`config.mk`:
```
export PLATFORM = sky130hd
export DESIGN_NAME = satcs_seq
export DESIGN_NICKNAME = d
export VERILOG_FILES = /design/src/satcs_pkg.sv /design/src/satcs_clkdiv.sv /design/src/satcs_gain.sv /design/src/satcs_seq.sv
export SDC_FILE = /design/constraint.sdc
export NUM_CORES = 1
export LEC_CHECK = 0
export ABC_AREA = 1
export BUFFER_PORTS_ARGS = -buffer_cell sky130_fd_sc_hd__buf_2
export CAP_MARGIN = 20
export CORE_MARGIN = 2
export CORE_UTILIZATION = 47
export CTS_CLUSTER_SIZE = 28
export DETAILED_ROUTE_END_ITERATION = 8
export GPL_ROUTABILITY_DRIVEN = 0
export PLACE_DENSITY = 0.81
export SLEW_MARGIN = 20
export SYNTH_ARGS = -nofsm -noshare
export SYNTH_HDL_FRONTEND = slang
export SYNTH_SLANG_ARGS = --single-unit
```
`constraint.sdc`:
```
create_clock -name ref_clk -period 2.6 [get_ports ref_clk]
set_clock_uncertainty 0.2 [all_clocks]
set_input_delay 0.13 -clock ref_clk [delete_from_list [all_inputs] [get_ports ref_clk]]
set_output_delay 0.13 -clock ref_clk [all_outputs]
set_load 0.05 [all_outputs]
```
`src/satcs_pkg.sv`:
```
// Constants for the converter track/convert sequencer.
// Assumes an 8-bit register port and one 10 MHz reference clock.
package satcs_pkg;

  // Register port
  localparam int ADDR_W = 4;
  localparam int DATA_W = 8;

  // Register offsets
  localparam logic [3:0] ADDR_CFG      = 4'h0;
  localparam logic [3:0] ADDR_TRK      = 4'h1;
  localparam logic [3:0] ADDR_CTL      = 4'h2;
  localparam logic [3:0] ADDR_STAT     = 4'h3;
  localparam logic [3:0] ADDR_GAIN_HI  = 4'h4;
  localparam logic [3:0] ADDR_RES_HI   = 4'h5;
  localparam logic [3:0] ADDR_RES_LO   = 4'h6;
  localparam logic [3:0] ADDR_GAIN_LO  = 4'h7;
  localparam logic [3:0] ADDR_GAIN_ADD = 4'h8;
  localparam logic [3:0] ADDR_INT_STAT = 4'h9;
  localparam logic [3:0] ADDR_INT_CLR  = 4'hA;
  localparam logic [3:0] ADDR_INT_EN   = 4'hB;

  // Configuration register fields
  localparam int DIV_LSB   = 3;
  localparam int DIV_W     = 5;
  localparam int BURST_BIT = 2;
  localparam logic [7:0] CFG_RST = 8'hF8;

  // Tracking register fields
  localparam int MODE_LSB = 0;
  localparam int TK_LSB   = 2;
  localparam int TK_W     = 4;
  localparam logic [7:0] TRK_RST = 8'h00;

  // Control register bits
  localparam int CTL_START_BIT = 0;
  localparam int CTL_SWTRK_BIT = 1;

  // Tracking modes
  localparam logic [1:0] MODE_PRE  = 2'h0;
  localparam logic [1:0] MODE_POST = 2'h1;
  localparam logic [1:0] MODE_DUAL = 2'h3;

  // Conversion timing
  localparam logic [3:0] SAR_CYCLES  = 4'hD;
  localparam logic [3:0] SAR_LAST    = 4'hC;
  localparam logic [4:0] TRACK_EXTRA = 5'h02;

  // Interrupt bits
  localparam int INT_DONE = 0;
  localparam int INT_OVR  = 1;
  localparam int INT_W    = 2;

  // Gain register reset values
  localparam logic [7:0] GAIN_HI_RST  = 8'h00;
  localparam logic [3:0] GAIN_LO_RST  = 4'h0;
  localparam logic       GAIN_ADD_RST = 1'b1;

  typedef enum logic [2:0]
  {
    ST_IDLE  = 3'b001,
    ST_TRACK = 3'b010,
    ST_CONV  = 3'b100
  } satcs_state_e;

endpackage

```
`src/satcs_clkdiv.sv`:
```
// Subsystem clock select and conversion clock divider.
// Assumes burst_tick is a one-cycle pulse synchronous to ref_clk.
`timescale 1ns/100ps
module satcs_clkdiv
(
  // Clock and reset
  input  wire logic                       ref_clk,
  input  wire logic                       rst,
  // Source select
  input  wire logic                       burst_sel,
  input  wire logic                       burst_tick,
  // Divider control
  input  wire logic [satcs_pkg::DIV_W-1:0] divider,
  input  wire logic                       restart,
  // Ticks
  output logic                            converter_subsystem_clock_tick,
  output logic                            sar_tick
);

  logic [satcs_pkg::DIV_W-1:0] div_cnt_q;

  assign converter_subsystem_clock_tick = burst_sel ? burst_tick : 1'b1;

  assign sar_tick = converter_subsystem_clock_tick && !restart && (div_cnt_q == divider);

  always_ff @(posedge ref_clk or posedge rst)
  begin
    if (rst)
      div_cnt_q <= '0;
    else if (restart)
      div_cnt_q <= '0;
    else if (converter_subsystem_clock_tick)
      div_cnt_q <= (div_cnt_q == divider) ? '0 : div_cnt_q + 5'h01;
  end

endmodule

```
`src/satcs_gain.sv`:
```
// Selectable gain word registers.
// Assumes the register port decode of the sequencer top.
`timescale 1ns/100ps
module satcs_gain
(
  // Clock and reset
  input  wire logic                        ref_clk,
  input  wire logic                        rst,
  // Register write
  input  wire logic                        wr_en,
  input  wire logic [satcs_pkg::ADDR_W-1:0] addr,
  input  wire logic [satcs_pkg::DATA_W-1:0] wr_data,
  // Gain word
  output logic      [7:0]                  gain_high_q,
  output logic      [3:0]                  gain_low_q,
  output logic                             extra_gain_q
);

  always_ff @(posedge ref_clk or posedge rst)
  begin
    if (rst)
    begin
      gain_high_q  <= satcs_pkg::GAIN_HI_RST;
      gain_low_q   <= satcs_pkg::GAIN_LO_RST;
      extra_gain_q <= satcs_pkg::GAIN_ADD_RST;
    end
    else if (wr_en)
    begin
      if (addr == satcs_pkg::ADDR_GAIN_HI)
        gain_high_q <= wr_data;
      if (addr == satcs_pkg::ADDR_GAIN_LO)
        gain_low_q <= wr_data[7:4];
      if (addr == satcs_pkg::ADDR_GAIN_ADD)
        extra_gain_q <= wr_data[0];
    end
  end

endmodule

```
`src/satcs_seq.sv`:
```
// Track/convert sequencer of a 12-bit successive-approximation converter.
// Assumes synchronous inputs and an 8-bit strobe register port.
//
// Summary of operation
// - Post mode: timed tracking, then convert
// - Post mode: input disconnected after conversion
// - Dual mode: timed track, convert, track on
// - Subsystem clock from system or burst
// - Conversion clock is divided subsystem clock
// - Exactly one of idle, track, convert
// - Pre mode: convert at once on start
// - Timed tracking lasts field plus two ticks
// - Conversion is 13 SAR plus 2 ticks
// - Gain high byte holds eight bits
`timescale 1ns/100ps
module satcs_seq
(
  // Clock and reset
  input  wire logic                        ref_clk,
  input  wire logic                        rst,
  // Register port
  input  wire logic [satcs_pkg::ADDR_W-1:0] addr,
  input  wire logic [satcs_pkg::DATA_W-1:0] wr_data,
  input  wire logic                        wr_en,
  input  wire logic                        rd_en,
  output logic      [satcs_pkg::DATA_W-1:0] rd_data_q,
  // Start and clock sources
  input  wire logic                        conv_start_in,
  input  wire logic                        burst_tick,
  // Analog front end
  input  wire logic                        cmp_in,
  output logic                             sample_connect_q,
  output logic                             converting_q,
  output logic      [11:0]                 dac_code_q,
  output logic      [7:0]                  gain_high_q,
  output logic      [3:0]                  gain_low_q,
  output logic                             extra_gain_q,
  // Events
  output logic                             conv_done_q,
  output logic                             irq_q
);

  satcs_pkg::satcs_state_e state_q;
  satcs_pkg::satcs_state_e state_d;

  logic [7:0]                    cfg_q;
  logic [7:0]                    trk_q;
  logic                          swtrk_q;
  logic [satcs_pkg::INT_W-1:0]   int_stat_q;
  logic [satcs_pkg::INT_W-1:0]   int_en_q;
  logic [11:0]                   result_q;
  logic                          timed_q;
  logic [4:0]                    trk_cnt_q;
  logic [1:0]                    cph_q;
  logic [3:0]                    sar_cnt_q;
  logic                          converter_subsystem_clock_tick;
  logic                          sar_tick;
  logic                          start;
  logic                          track_end;
  logic                          conv_end;
  logic                          overrun;
  logic [1:0]                    mode;
  logic [4:0]                    tk;

  function automatic logic [11:0] bit_mask(input logic [3:0] idx);
    bit_mask = 12'h001 << idx;
  endfunction

  assign mode = trk_q[satcs_pkg::MODE_LSB +: 2];
  assign tk   = {1'b0, trk_q[satcs_pkg::TK_LSB +: satcs_pkg::TK_W]};
  assign start = conv_start_in ||
                 (wr_en && addr == satcs_pkg::ADDR_CTL &&
                  wr_data[satcs_pkg::CTL_START_BIT]);
  // Starts during a conversion or a timed track are dropped and flagged
  assign overrun = start && (state_q == satcs_pkg::ST_CONV ||
                             (state_q == satcs_pkg::ST_TRACK && timed_q));
  assign track_end = state_q == satcs_pkg::ST_TRACK && timed_q &&
                     converter_subsystem_clock_tick && trk_cnt_q == tk + 5'h01;
  assign conv_end = state_q == satcs_pkg::ST_CONV && cph_q == 2'h2 &&
                    converter_subsystem_clock_tick;

  satcs_clkdiv u_clkdiv
  (
    .ref_clk    (ref_clk),
    .rst        (rst),
    .burst_sel  (cfg_q[satcs_pkg::BURST_BIT]),
    .burst_tick (burst_tick),
    .divider    (cfg_q[satcs_pkg::DIV_LSB +: satcs_pkg::DIV_W]),
    .restart    (!(state_q == satcs_pkg::ST_CONV && cph_q == 2'h1)),
    .converter_subsystem_clock_tick  (converter_subsystem_clock_tick),
    .sar_tick   (sar_tick)
  );

  satcs_gain u_gain
  (
    .ref_clk      (ref_clk),
    .rst          (rst),
    .wr_en        (wr_en),
    .addr         (addr),
    .wr_data      (wr_data),
    .gain_high_q  (gain_high_q),
    .gain_low_q   (gain_low_q),
    .extra_gain_q (extra_gain_q)
  );

  always_comb
  begin
    state_d = state_q;
    unique case (state_q)
      satcs_pkg::ST_IDLE:
      begin
        if (start && mode != satcs_pkg::MODE_POST &&
            mode != satcs_pkg::MODE_DUAL)
          state_d = satcs_pkg::ST_CONV;
        else if (start)
          state_d = satcs_pkg::ST_TRACK;
        else if (swtrk_q && mode == satcs_pkg::MODE_PRE)
          state_d = satcs_pkg::ST_TRACK;
      end
      satcs_pkg::ST_TRACK:
      begin
        if (track_end)
          state_d = satcs_pkg::ST_CONV;
        else if (!timed_q && start && mode != satcs_pkg::MODE_POST &&
                 mode != satcs_pkg::MODE_DUAL)
          state_d = satcs_pkg::ST_CONV;
        else if (!timed_q && !start && mode == satcs_pkg::MODE_PRE &&
                 !swtrk_q)
          state_d = satcs_pkg::ST_IDLE;
      end
      satcs_pkg::ST_CONV:
      begin
        if (conv_end && mode == satcs_pkg::MODE_DUAL)
          state_d = satcs_pkg::ST_TRACK;
        else if (conv_end && mode == satcs_pkg::MODE_PRE && swtrk_q)
          state_d = satcs_pkg::ST_TRACK;
        else if (conv_end)
          state_d = satcs_pkg::ST_IDLE;
      end
      default:
        state_d = satcs_pkg::ST_IDLE;
    endcase
  end

  always_ff @(posedge ref_clk or posedge rst)
  begin
    if (rst)
    begin
      state_q          <= satcs_pkg::ST_IDLE;
      sample_connect_q <= 1'b0;
      converting_q     <= 1'b0;
    end
    else
    begin
      state_q          <= state_d;
      sample_connect_q <= state_d == satcs_pkg::ST_TRACK;
      converting_q     <= state_d == satcs_pkg::ST_CONV;
    end
  end

  // Tracking interval counter
  always_ff @(posedge ref_clk or posedge rst)
  begin
    if (rst)
    begin
      timed_q   <= 1'b0;
      trk_cnt_q <= '0;
    end
    else if (state_d == satcs_pkg::ST_TRACK && start && !overrun)
    begin
      timed_q   <= 1'b1;
      trk_cnt_q <= '0;
    end
    else if (state_d != satcs_pkg::ST_TRACK)
    begin
      timed_q   <= 1'b0;
      trk_cnt_q <= '0;
    end
    else if (timed_q && converter_subsystem_clock_tick)
      trk_cnt_q <= trk_cnt_q + 5'h01;
  end

  // start tick, 13 SAR ticks, end tick
  always_ff @(posedge ref_clk or posedge rst)
  begin
    if (rst)
    begin
      cph_q      <= 2'h0;
      sar_cnt_q  <= 4'h0;
      dac_code_q <= 12'h000;
      result_q   <= 12'h000;
    end
    else if (state_q != satcs_pkg::ST_CONV)
    begin
      cph_q     <= 2'h0;
      sar_cnt_q <= 4'h0;
    end
    else if (cph_q == 2'h0 && converter_subsystem_clock_tick)
    begin
      cph_q      <= 2'h1;
      dac_code_q <= 12'h800;
    end
    else if (cph_q == 2'h1 && sar_tick)
    begin
      sar_cnt_q <= sar_cnt_q + 4'h1;
      if (sar_cnt_q == satcs_pkg::SAR_LAST)
      begin
        cph_q    <= 2'h2;
        result_q <= dac_code_q;
      end
      else
      begin
        dac_code_q <= (cmp_in ? dac_code_q :
                       dac_code_q & ~bit_mask(4'hB - sar_cnt_q)) |
                      ((sar_cnt_q == 4'hB) ? 12'h000 :
                       bit_mask(4'hA - sar_cnt_q));
      end
    end
  end

  always_ff @(posedge ref_clk or posedge rst)
  begin
    if (rst)
      conv_done_q <= 1'b0;
    else
      conv_done_q <= conv_end;
  end

  // Configuration and enables
  always_ff @(posedge ref_clk or posedge rst)
  begin
    if (rst)
    begin
      cfg_q    <= satcs_pkg::CFG_RST;
      trk_q    <= satcs_pkg::TRK_RST;
      swtrk_q  <= 1'b0;
      int_en_q <= '0;
    end
    else if (wr_en)
    begin
      if (addr == satcs_pkg::ADDR_CFG)
        cfg_q <= wr_data;
      if (addr == satcs_pkg::ADDR_TRK)
        trk_q <= wr_data;
      if (addr == satcs_pkg::ADDR_CTL)
        swtrk_q <= wr_data[satcs_pkg::CTL_SWTRK_BIT];
      if (addr == satcs_pkg::ADDR_INT_EN)
        int_en_q <= wr_data[satcs_pkg::INT_W-1:0];
    end
  end

  // Sticky events; a set beats a clear in the same cycle
  always_ff @(posedge ref_clk or posedge rst)
  begin
    if (rst)
      int_stat_q <= '0;
    else
    begin
      for (int i = 0; i < satcs_pkg::INT_W; i++)
      begin
        if ((i == satcs_pkg::INT_DONE && conv_end) ||
            (i == satcs_pkg::INT_OVR && overrun))
          int_stat_q[i] <= 1'b1;
        else if (wr_en && addr == satcs_pkg::ADDR_INT_CLR && wr_data[i])
          int_stat_q[i] <= 1'b0;
      end
    end
  end

  always_ff @(posedge ref_clk or posedge rst)
  begin
    if (rst)
      irq_q <= 1'b0;
    else
      irq_q <= |(int_stat_q & int_en_q);
  end

  // Read data stands one cycle after the strobe
  always_ff @(posedge ref_clk or posedge rst)
  begin
    if (rst)
      rd_data_q <= 8'h00;
    else if (!rd_en)
      rd_data_q <= 8'h00;
    else
    begin
      unique case (addr)
        satcs_pkg::ADDR_CFG:      rd_data_q <= cfg_q;
        satcs_pkg::ADDR_TRK:      rd_data_q <= trk_q;
        satcs_pkg::ADDR_CTL:      rd_data_q <= {6'h00, swtrk_q, 1'b0};
        satcs_pkg::ADDR_STAT:     rd_data_q <= {4'h0, timed_q, state_q};
        satcs_pkg::ADDR_GAIN_HI:  rd_data_q <= gain_high_q;
        satcs_pkg::ADDR_RES_HI:   rd_data_q <= result_q[11:4];
        satcs_pkg::ADDR_RES_LO:   rd_data_q <= {result_q[3:0], 4'h0};
        // Reserved nibble reads zero
        satcs_pkg::ADDR_GAIN_LO:  rd_data_q <= {gain_low_q, 4'h0};
        satcs_pkg::ADDR_GAIN_ADD: rd_data_q <= {7'h00, extra_gain_q};
        satcs_pkg::ADDR_INT_STAT: rd_data_q <= {6'h00, int_stat_q};
        satcs_pkg::ADDR_INT_EN:   rd_data_q <= {6'h00, int_en_q};
        default:                  rd_data_q <= 8'h00;
      endcase
    end
  end

  // Checking helpers
  logic [4:0] hlp_trk_q;
  logic [3:0] hlp_sar_q;

  always_ff @(posedge ref_clk or posedge rst)
  begin
    if (rst)
    begin
      hlp_trk_q <= '0;
      hlp_sar_q <= '0;
    end
    else
    begin
      if (state_q == satcs_pkg::ST_TRACK && timed_q)
        hlp_trk_q <= hlp_trk_q + {4'h0, converter_subsystem_clock_tick};
      else
        hlp_trk_q <= '0;
      if (state_q == satcs_pkg::ST_CONV)
        hlp_sar_q <= hlp_sar_q + {3'h0, sar_tick};
      else
        hlp_sar_q <= '0;
    end
  end
endmodule
```
After elaboration in Yosys (flattened, before gate mapping)
Index checks and enable logic that the tools add are counted.
{"block": "op_classes", "n_addsub": 6, "shifts": 2, "n_eq_ne": 30, "bitwise": 6, "reduce_logical": 60, "mux": 37}
{"operator": "$pmux 8 s11", "n": 1}
{"operator": "$mux 12", "n": 5}
{"operator": "$logic_and 1x1->1", "n": 31}
{"operator": "$mux 5", "n": 6}
{"operator": "$mux 3", "n": 9}
{"operator": "$eq 4x4->1 const B", "n": 6}
{"operator": "$shl 1x4->12 const A", "n": 2}
{"operator": "$reduce_and 2->1", "n": 9}
{"operator": "$eq 4x3->1 const B", "n": 4}
{"operator": "$and 12x12->12", "n": 1}
{"operator": "$mux 4", "n": 3}
{"operator": "$not 12->12", "n": 1}
{"operator": "$or 12x12->12", "n": 1}
{"operator": "$add 5x1->5 const B", "n": 2}
{"operator": "$eq 5x5->1", "n": 2}
{"operator": "$reduce_bool 2->1", "n": 5}
{"operator": "$pmux 3 s3", "n": 1}
{"operator": "$reduce_bool 3->1", "n": 3}
{"operator": "$eq 4x2->1 const B", "n": 2}
{"operator": "$mux 2", "n": 4}
{"operator": "$mux 8", "n": 1}
{"operator": "$ne 2x2->1 const B", "n": 4}
{"operator": "$sub 4x4->4 const A", "n": 2}
{"operator": "$mux 1", "n": 7}
{"operator": "20 further kinds", "n": 29}
{"block": "word_totals", "elab_cells": 163, "regBits": 90}

Depth between registers and ports, before layout
{"block": "depth", "depth_word": 16, "mapped_depth": 12}

By module
Synthesis repeated with hierarchy kept, for this count alone.
{"block": "hier_totals", "cells_unflattened": 594, "area_unflattened_um2": 4825.9}
{"mod": "satcs_seq", "cells_per_inst": 460, "n_inst": 1, "area_each_um2": 3872.5, "seq_area_each_um2": 1809.2}
{"mod": "satcs_gain", "cells_per_inst": 66, "n_inst": 1, "area_each_um2": 559.3, "seq_area_each_um2": 326.6}
{"mod": "satcs_clkdiv", "cells_per_inst": 68, "n_inst": 1, "area_each_um2": 394.1, "seq_area_each_um2": 125.1}

Worst setup path before layout
No wires, ideal clock.
{"block": "synth_timing", "kind": "register to register", "from": "register sar_cnt_q[2]", "to": "register dac_code_q[5]", "setup_ns": 0.120, "setup_slack_ns": 0.630, "path_buffers": 0, "t_arrival_ns": 1.649, "stages_incl_launch_ff": 10, "period_less_slack_ns": 1.970, "t_required_ns": 2.280, "path_cell_list": "dfrtp_1 > inv_1 > ha_1 > or2_2 > inv_1 > nand3_1 > nand2_1 > o21ai_0 > nand3_1 > nand2_1"}
{"block": "synth_between", "elab_chain_len": 9}
{"element": "start: declaration", "line_no": "satcs_seq.sv:55", "text": "logic [3:0] sar_cnt_q;"}
{"element": "start signal: assignment", "line_no": "satcs_seq.sv:205", "text": "sar_cnt_q <= sar_cnt_q + 4'h1;"}
{"element": "$sub 4x4->4", "line_no": "satcs_seq.sv:214", "text": "dac_code_q & ~bit_mask(4'hB - sar_cnt_q)) |"}
{"element": "$shl 1x4->12", "line_no": "satcs_seq.sv:66", "text": "bit_mask = 12'h001 << idx;"}
{"element": "$not 12->12", "line_no": "satcs_seq.sv:214"}
{"element": "$and 12x12->12", "line_no": "satcs_seq.sv:214"}
{"element": "$mux 12", "line_no": "satcs_seq.sv:213", "text": "dac_code_q <= (cmp_in ? dac_code_q :"}
{"element": "$or 12x12->12", "line_no": "satcs_seq.sv:214"}
{"element": "$mux 12", "line_no": "satcs_seq.sv:206", "text": "if (sar_cnt_q == satcs_pkg::SAR_LAST)"}
{"element": "$mux 12", "line_no": "satcs_seq.sv:203", "text": "else if (cph_q == 2'h1 && sar_tick)"}
{"element": "$mux 12", "line_no": "satcs_seq.sv:198", "text": "else if (cph_q == 2'h0 && converter_subsystem_clock_tick)"}
{"element": "end signal: assignment", "line_no": "satcs_seq.sv:213"}
{"element": "end: declaration", "line_no": "satcs_seq.sv:34", "text": "output logic [11:0] dac_code_q,"}
Several ways; a longest one is shown, not always the timed one. The select of a mux whose other input is x is not followed.
A chain may end at the register's enable or synchronous reset.

Worst setup path in the final report
{"block": "layout_timing", "from": "register sar_cnt_q[2]", "to": "register dac_code_q[7]"}
The elaborated chain is that of the path after synthesis.

==> results_dict.tcl <==
set metrics [dict create \
    clkTransAtPathRegs_ns 0.08 \
    fin_total_pwr_uw 3679 \
    pre_cts_slack_ns 0.3982 \
    clk_latency_ns 0.37 \
    tns_ns 0 \
    synth_edf_count 0 \
    crit_path_top_delay_cell "dfrtp_1" \
    synthFlopType "dfrtp_1" \
    fill_cells 872 \
    cts.sinks 90 \
    cp_max_fo 9 \
    timing.final.ws_setup_ns 0.3590 \
    fin_area_um2 5475 \
    synthArstFlopShare_pct 100.0 \
    crit_path_start_kind "register" \
    dieArea_um2 10770 \
    final_common_cell "nand2_1" \
    rsz0062_at_grt "false" \
    dpl_cell_area_um2 5116 \
    slew_viol_final 0 \
    mostFrequentLayoutCells "143 x nand2_1, 83 x dfrtp_1, 69 x inv_1, 63 x nand3_1, 56 x o21ai_0" \
    syn_nets 608 \
    cts_max_level 3 \
    final_nets 685 \
    core-area_um2 9729 \
    io_pins 56 \
    areaGrowthSynthToFinish_pct 17.01 \
    hp-start "addr[1]" \
    path_buf_inv 2 \
    r2r-start "sar_cnt_q[2]$_DFFE_PP0P_" \
    clock_path_buffers 2 \
    num_vias 4332 \
    start_util_pct 48.10 \
    cts_resized 0 \
    dp.cells 758 \
    crit_arrival_ns 2.30 \
    dieWidth_um 103.8 \
    leakage_uw 0.002779 \
    synth_area_um2 4679 \
    cap_violations 0 \
    period_needed_ns 2.241 \
    slew_headroom_pct 58.05 \
    crit_family "simple AND/OR/NAND/NOR gates" \
    setup_viol 0 \
    fmaxAchievable_mhz 446.2 \
    instances_no_fill 791 \
    grt_overflow_total 0 \
    antenna_cells 0 \
    ir_drop_mv 0.3626 \
    postRouteAntennaNets 0 \
    die_height_um 103.8 \
    cts_buffers 9 \
    hpwl_um 8800 \
    grt_pass1_wl_um 20070 \
    rows 36 \
    status "finished, final reports clean" \
    antenna_found_initial 0 \
    ys_warn_count 0 \
    cellPowerDensity_nw_per_um2 672.0 \
    cts_tree "done" \
    drt_pass1_iterations 7 \
    fin_crit_sh_pct 86.19 \
    drive_above_1_share_pct 14.59 \
    routed_wl_um 11900 \
    multi_input_area_um2 2073 \
    min_path_type "in -> reg" \
    drt-initial-drc-count 389 \
    viasPerCell 5.477 \
    hold_viol 0 \
    cts-root-buf "clkbuf_8" \
    crit_path_end_kind "register" \
    grt_usage_pct 23.14 \
    ys_seq_area_share_pct 48.32 \
    wl_per_cell_um 15.04 \
    grt_pass1_vias 4315 \
    port_buffers 55 \
    seq_area_um2 2261 \
    grt_max_degree 44 \
    path_cells "inv_1 -> ha_1 -> or2_2 -> inv_1 -> nand3_1 -> nand2_1 -> o21ai_0 -> nand3_1 -> nand2_1" \
    max_stage_delay_ns 0.52 \
    drc 0 \
    startpoint "sar_cnt_q[2]$_DFFE_PP0P_" \
    avgSynthCellArea_um2 8.124 \
    synth_cells 576 \
    critical_path_class "reg -> reg" \
    worstMarginPinSlew_ns 0.6280 \
    yosysUniqueCellTypes 39 \
    required_ns 2.66 \
    ys_ff_latch 90 \
]
-- worst min-delay path, stage by stage --
cell     delay [ns]
buf_2          0.12
nand2_1        0.09
nor2_1         0.09
nand2_1        0.06
o21ai_0        0.06
-- metal layers --
metal  vias to the layer above  part of all wire, %  GRT usage [%]
met4                         0                  4.6          13.90
met1                      2057                   43          29.42
met5                         -                    0              0
met3                        43                  5.8          4.091
met2                       188                   47          37.04
li1                       2044                    -              -
-- report_power, final --
group | switching [uW] | internal [uW] | leakage [uW] | total, uW
Combinational | 695 | 267 | 0.00154 | 963
Sequential | 169 | 1590 | 0.00115 | 1760
Clock | 484 | 469 | 0.0000974 | 953
-- logic make-up after synthesis --
kind of cell	Yosys count	synth area share (%)
AND/OR/NAND/NOR	270	26.28
AO/OA/AOI/OAI	105	12.30
flip-flops	90	48.32
buffers and inverters	86	7.379
adder cells (fa/ha/maj)	13	3.476
XOR/XNOR	12	2.246
-- state kept, by name, summed over array words and instances (netlist names), 2 cells and up --
| register | cells |
|---|---|
| trk_q | 8 |
| result_q | 12 |
| cph_q | 2 |
| u_gain.gain_low_q | 4 |
| u_clkdiv.div_cnt_q | 5 |
| cfg_q | 8 |
| int_en_q | 2 |
| rd_data_q | 8 |
| u_gain.gain_high_q | 8 |
| int_stat_q | 2 |
| dac_code_q | 12 |
| trk_cnt_q | 5 |
| sar_cnt_q | 4 |
| state_q | 3 |
-- layout make-up --
class / count / share of cell area, %
inverter: 74 / 5.165
timing repair buffer: 78 / 9.186
multi-input combinational: 400 / 37.87
clock inverter: 3 / 0.7313
sequential: 90 / 41.29
tap: 133 / 3.039
clock buffer: 13 / 2.719
-- cells in the mapped netlist (all sizes together), types with 2 or more instances --
cell type	n	area (um^2)
nand3	64	332.8
xnor2	4	35.03
o21ai	69	345.3
o211ai	2	15.01
a31oi	6	37.54
o22ai	6	37.54
buf	8	51.29
dfstp	7	183.9
nand4	6	37.54
clkbuf	4	15.01
clkinv	2	8.750
xor2	8	70.07
a22oi	3	22.52
nand3b	4	30.03
inv	72	270.3
dfrtp	83	2077
a21oi	13	65.06
nor3	9	45.04
ha	13	162.7
nor2	37	173.9
nand2	148	583.1
-- final timing paths --
path,to,slack (ns),depth (start not counted)
hold reg to reg,result_q[7]$_DFFE_PP0P_,0.28,2
setup / recovery,dac_code_q[7]$_DFFE_PP0P_,0.36,9
hold / removal,int_en_q[1]$_DFFE_PP0P_,0.03,5
max in group asynchronous,cfg_q[6]$_DFFE_PP1P_,1.30,4
min in group asynchronous,sar_cnt_q[0]$_DFFE_PP0P_,0.18,3
setup reg to reg,dac_code_q[7]$_DFFE_PP0P_,0.36,9
-- what timing repair did --
action                                  in CTS  in global routing
hold buffers                                17                  0
endpoints found under the setup margin       0                  0
buffers inserted                             0                  0
hold endpoints to repair                    67                  0
-- through the flow --
stage	hold WS, ns	utilization, %
after floorplan	0.05095	-
after global placement	0.03556	52.58
after detailed placement	0.04145	52.58
after CTS	0.008823	56.28
after global routing	0.05810	56.28
final	0.03083	56.28
Note: power is estimated with default switching activity, not from simulation.
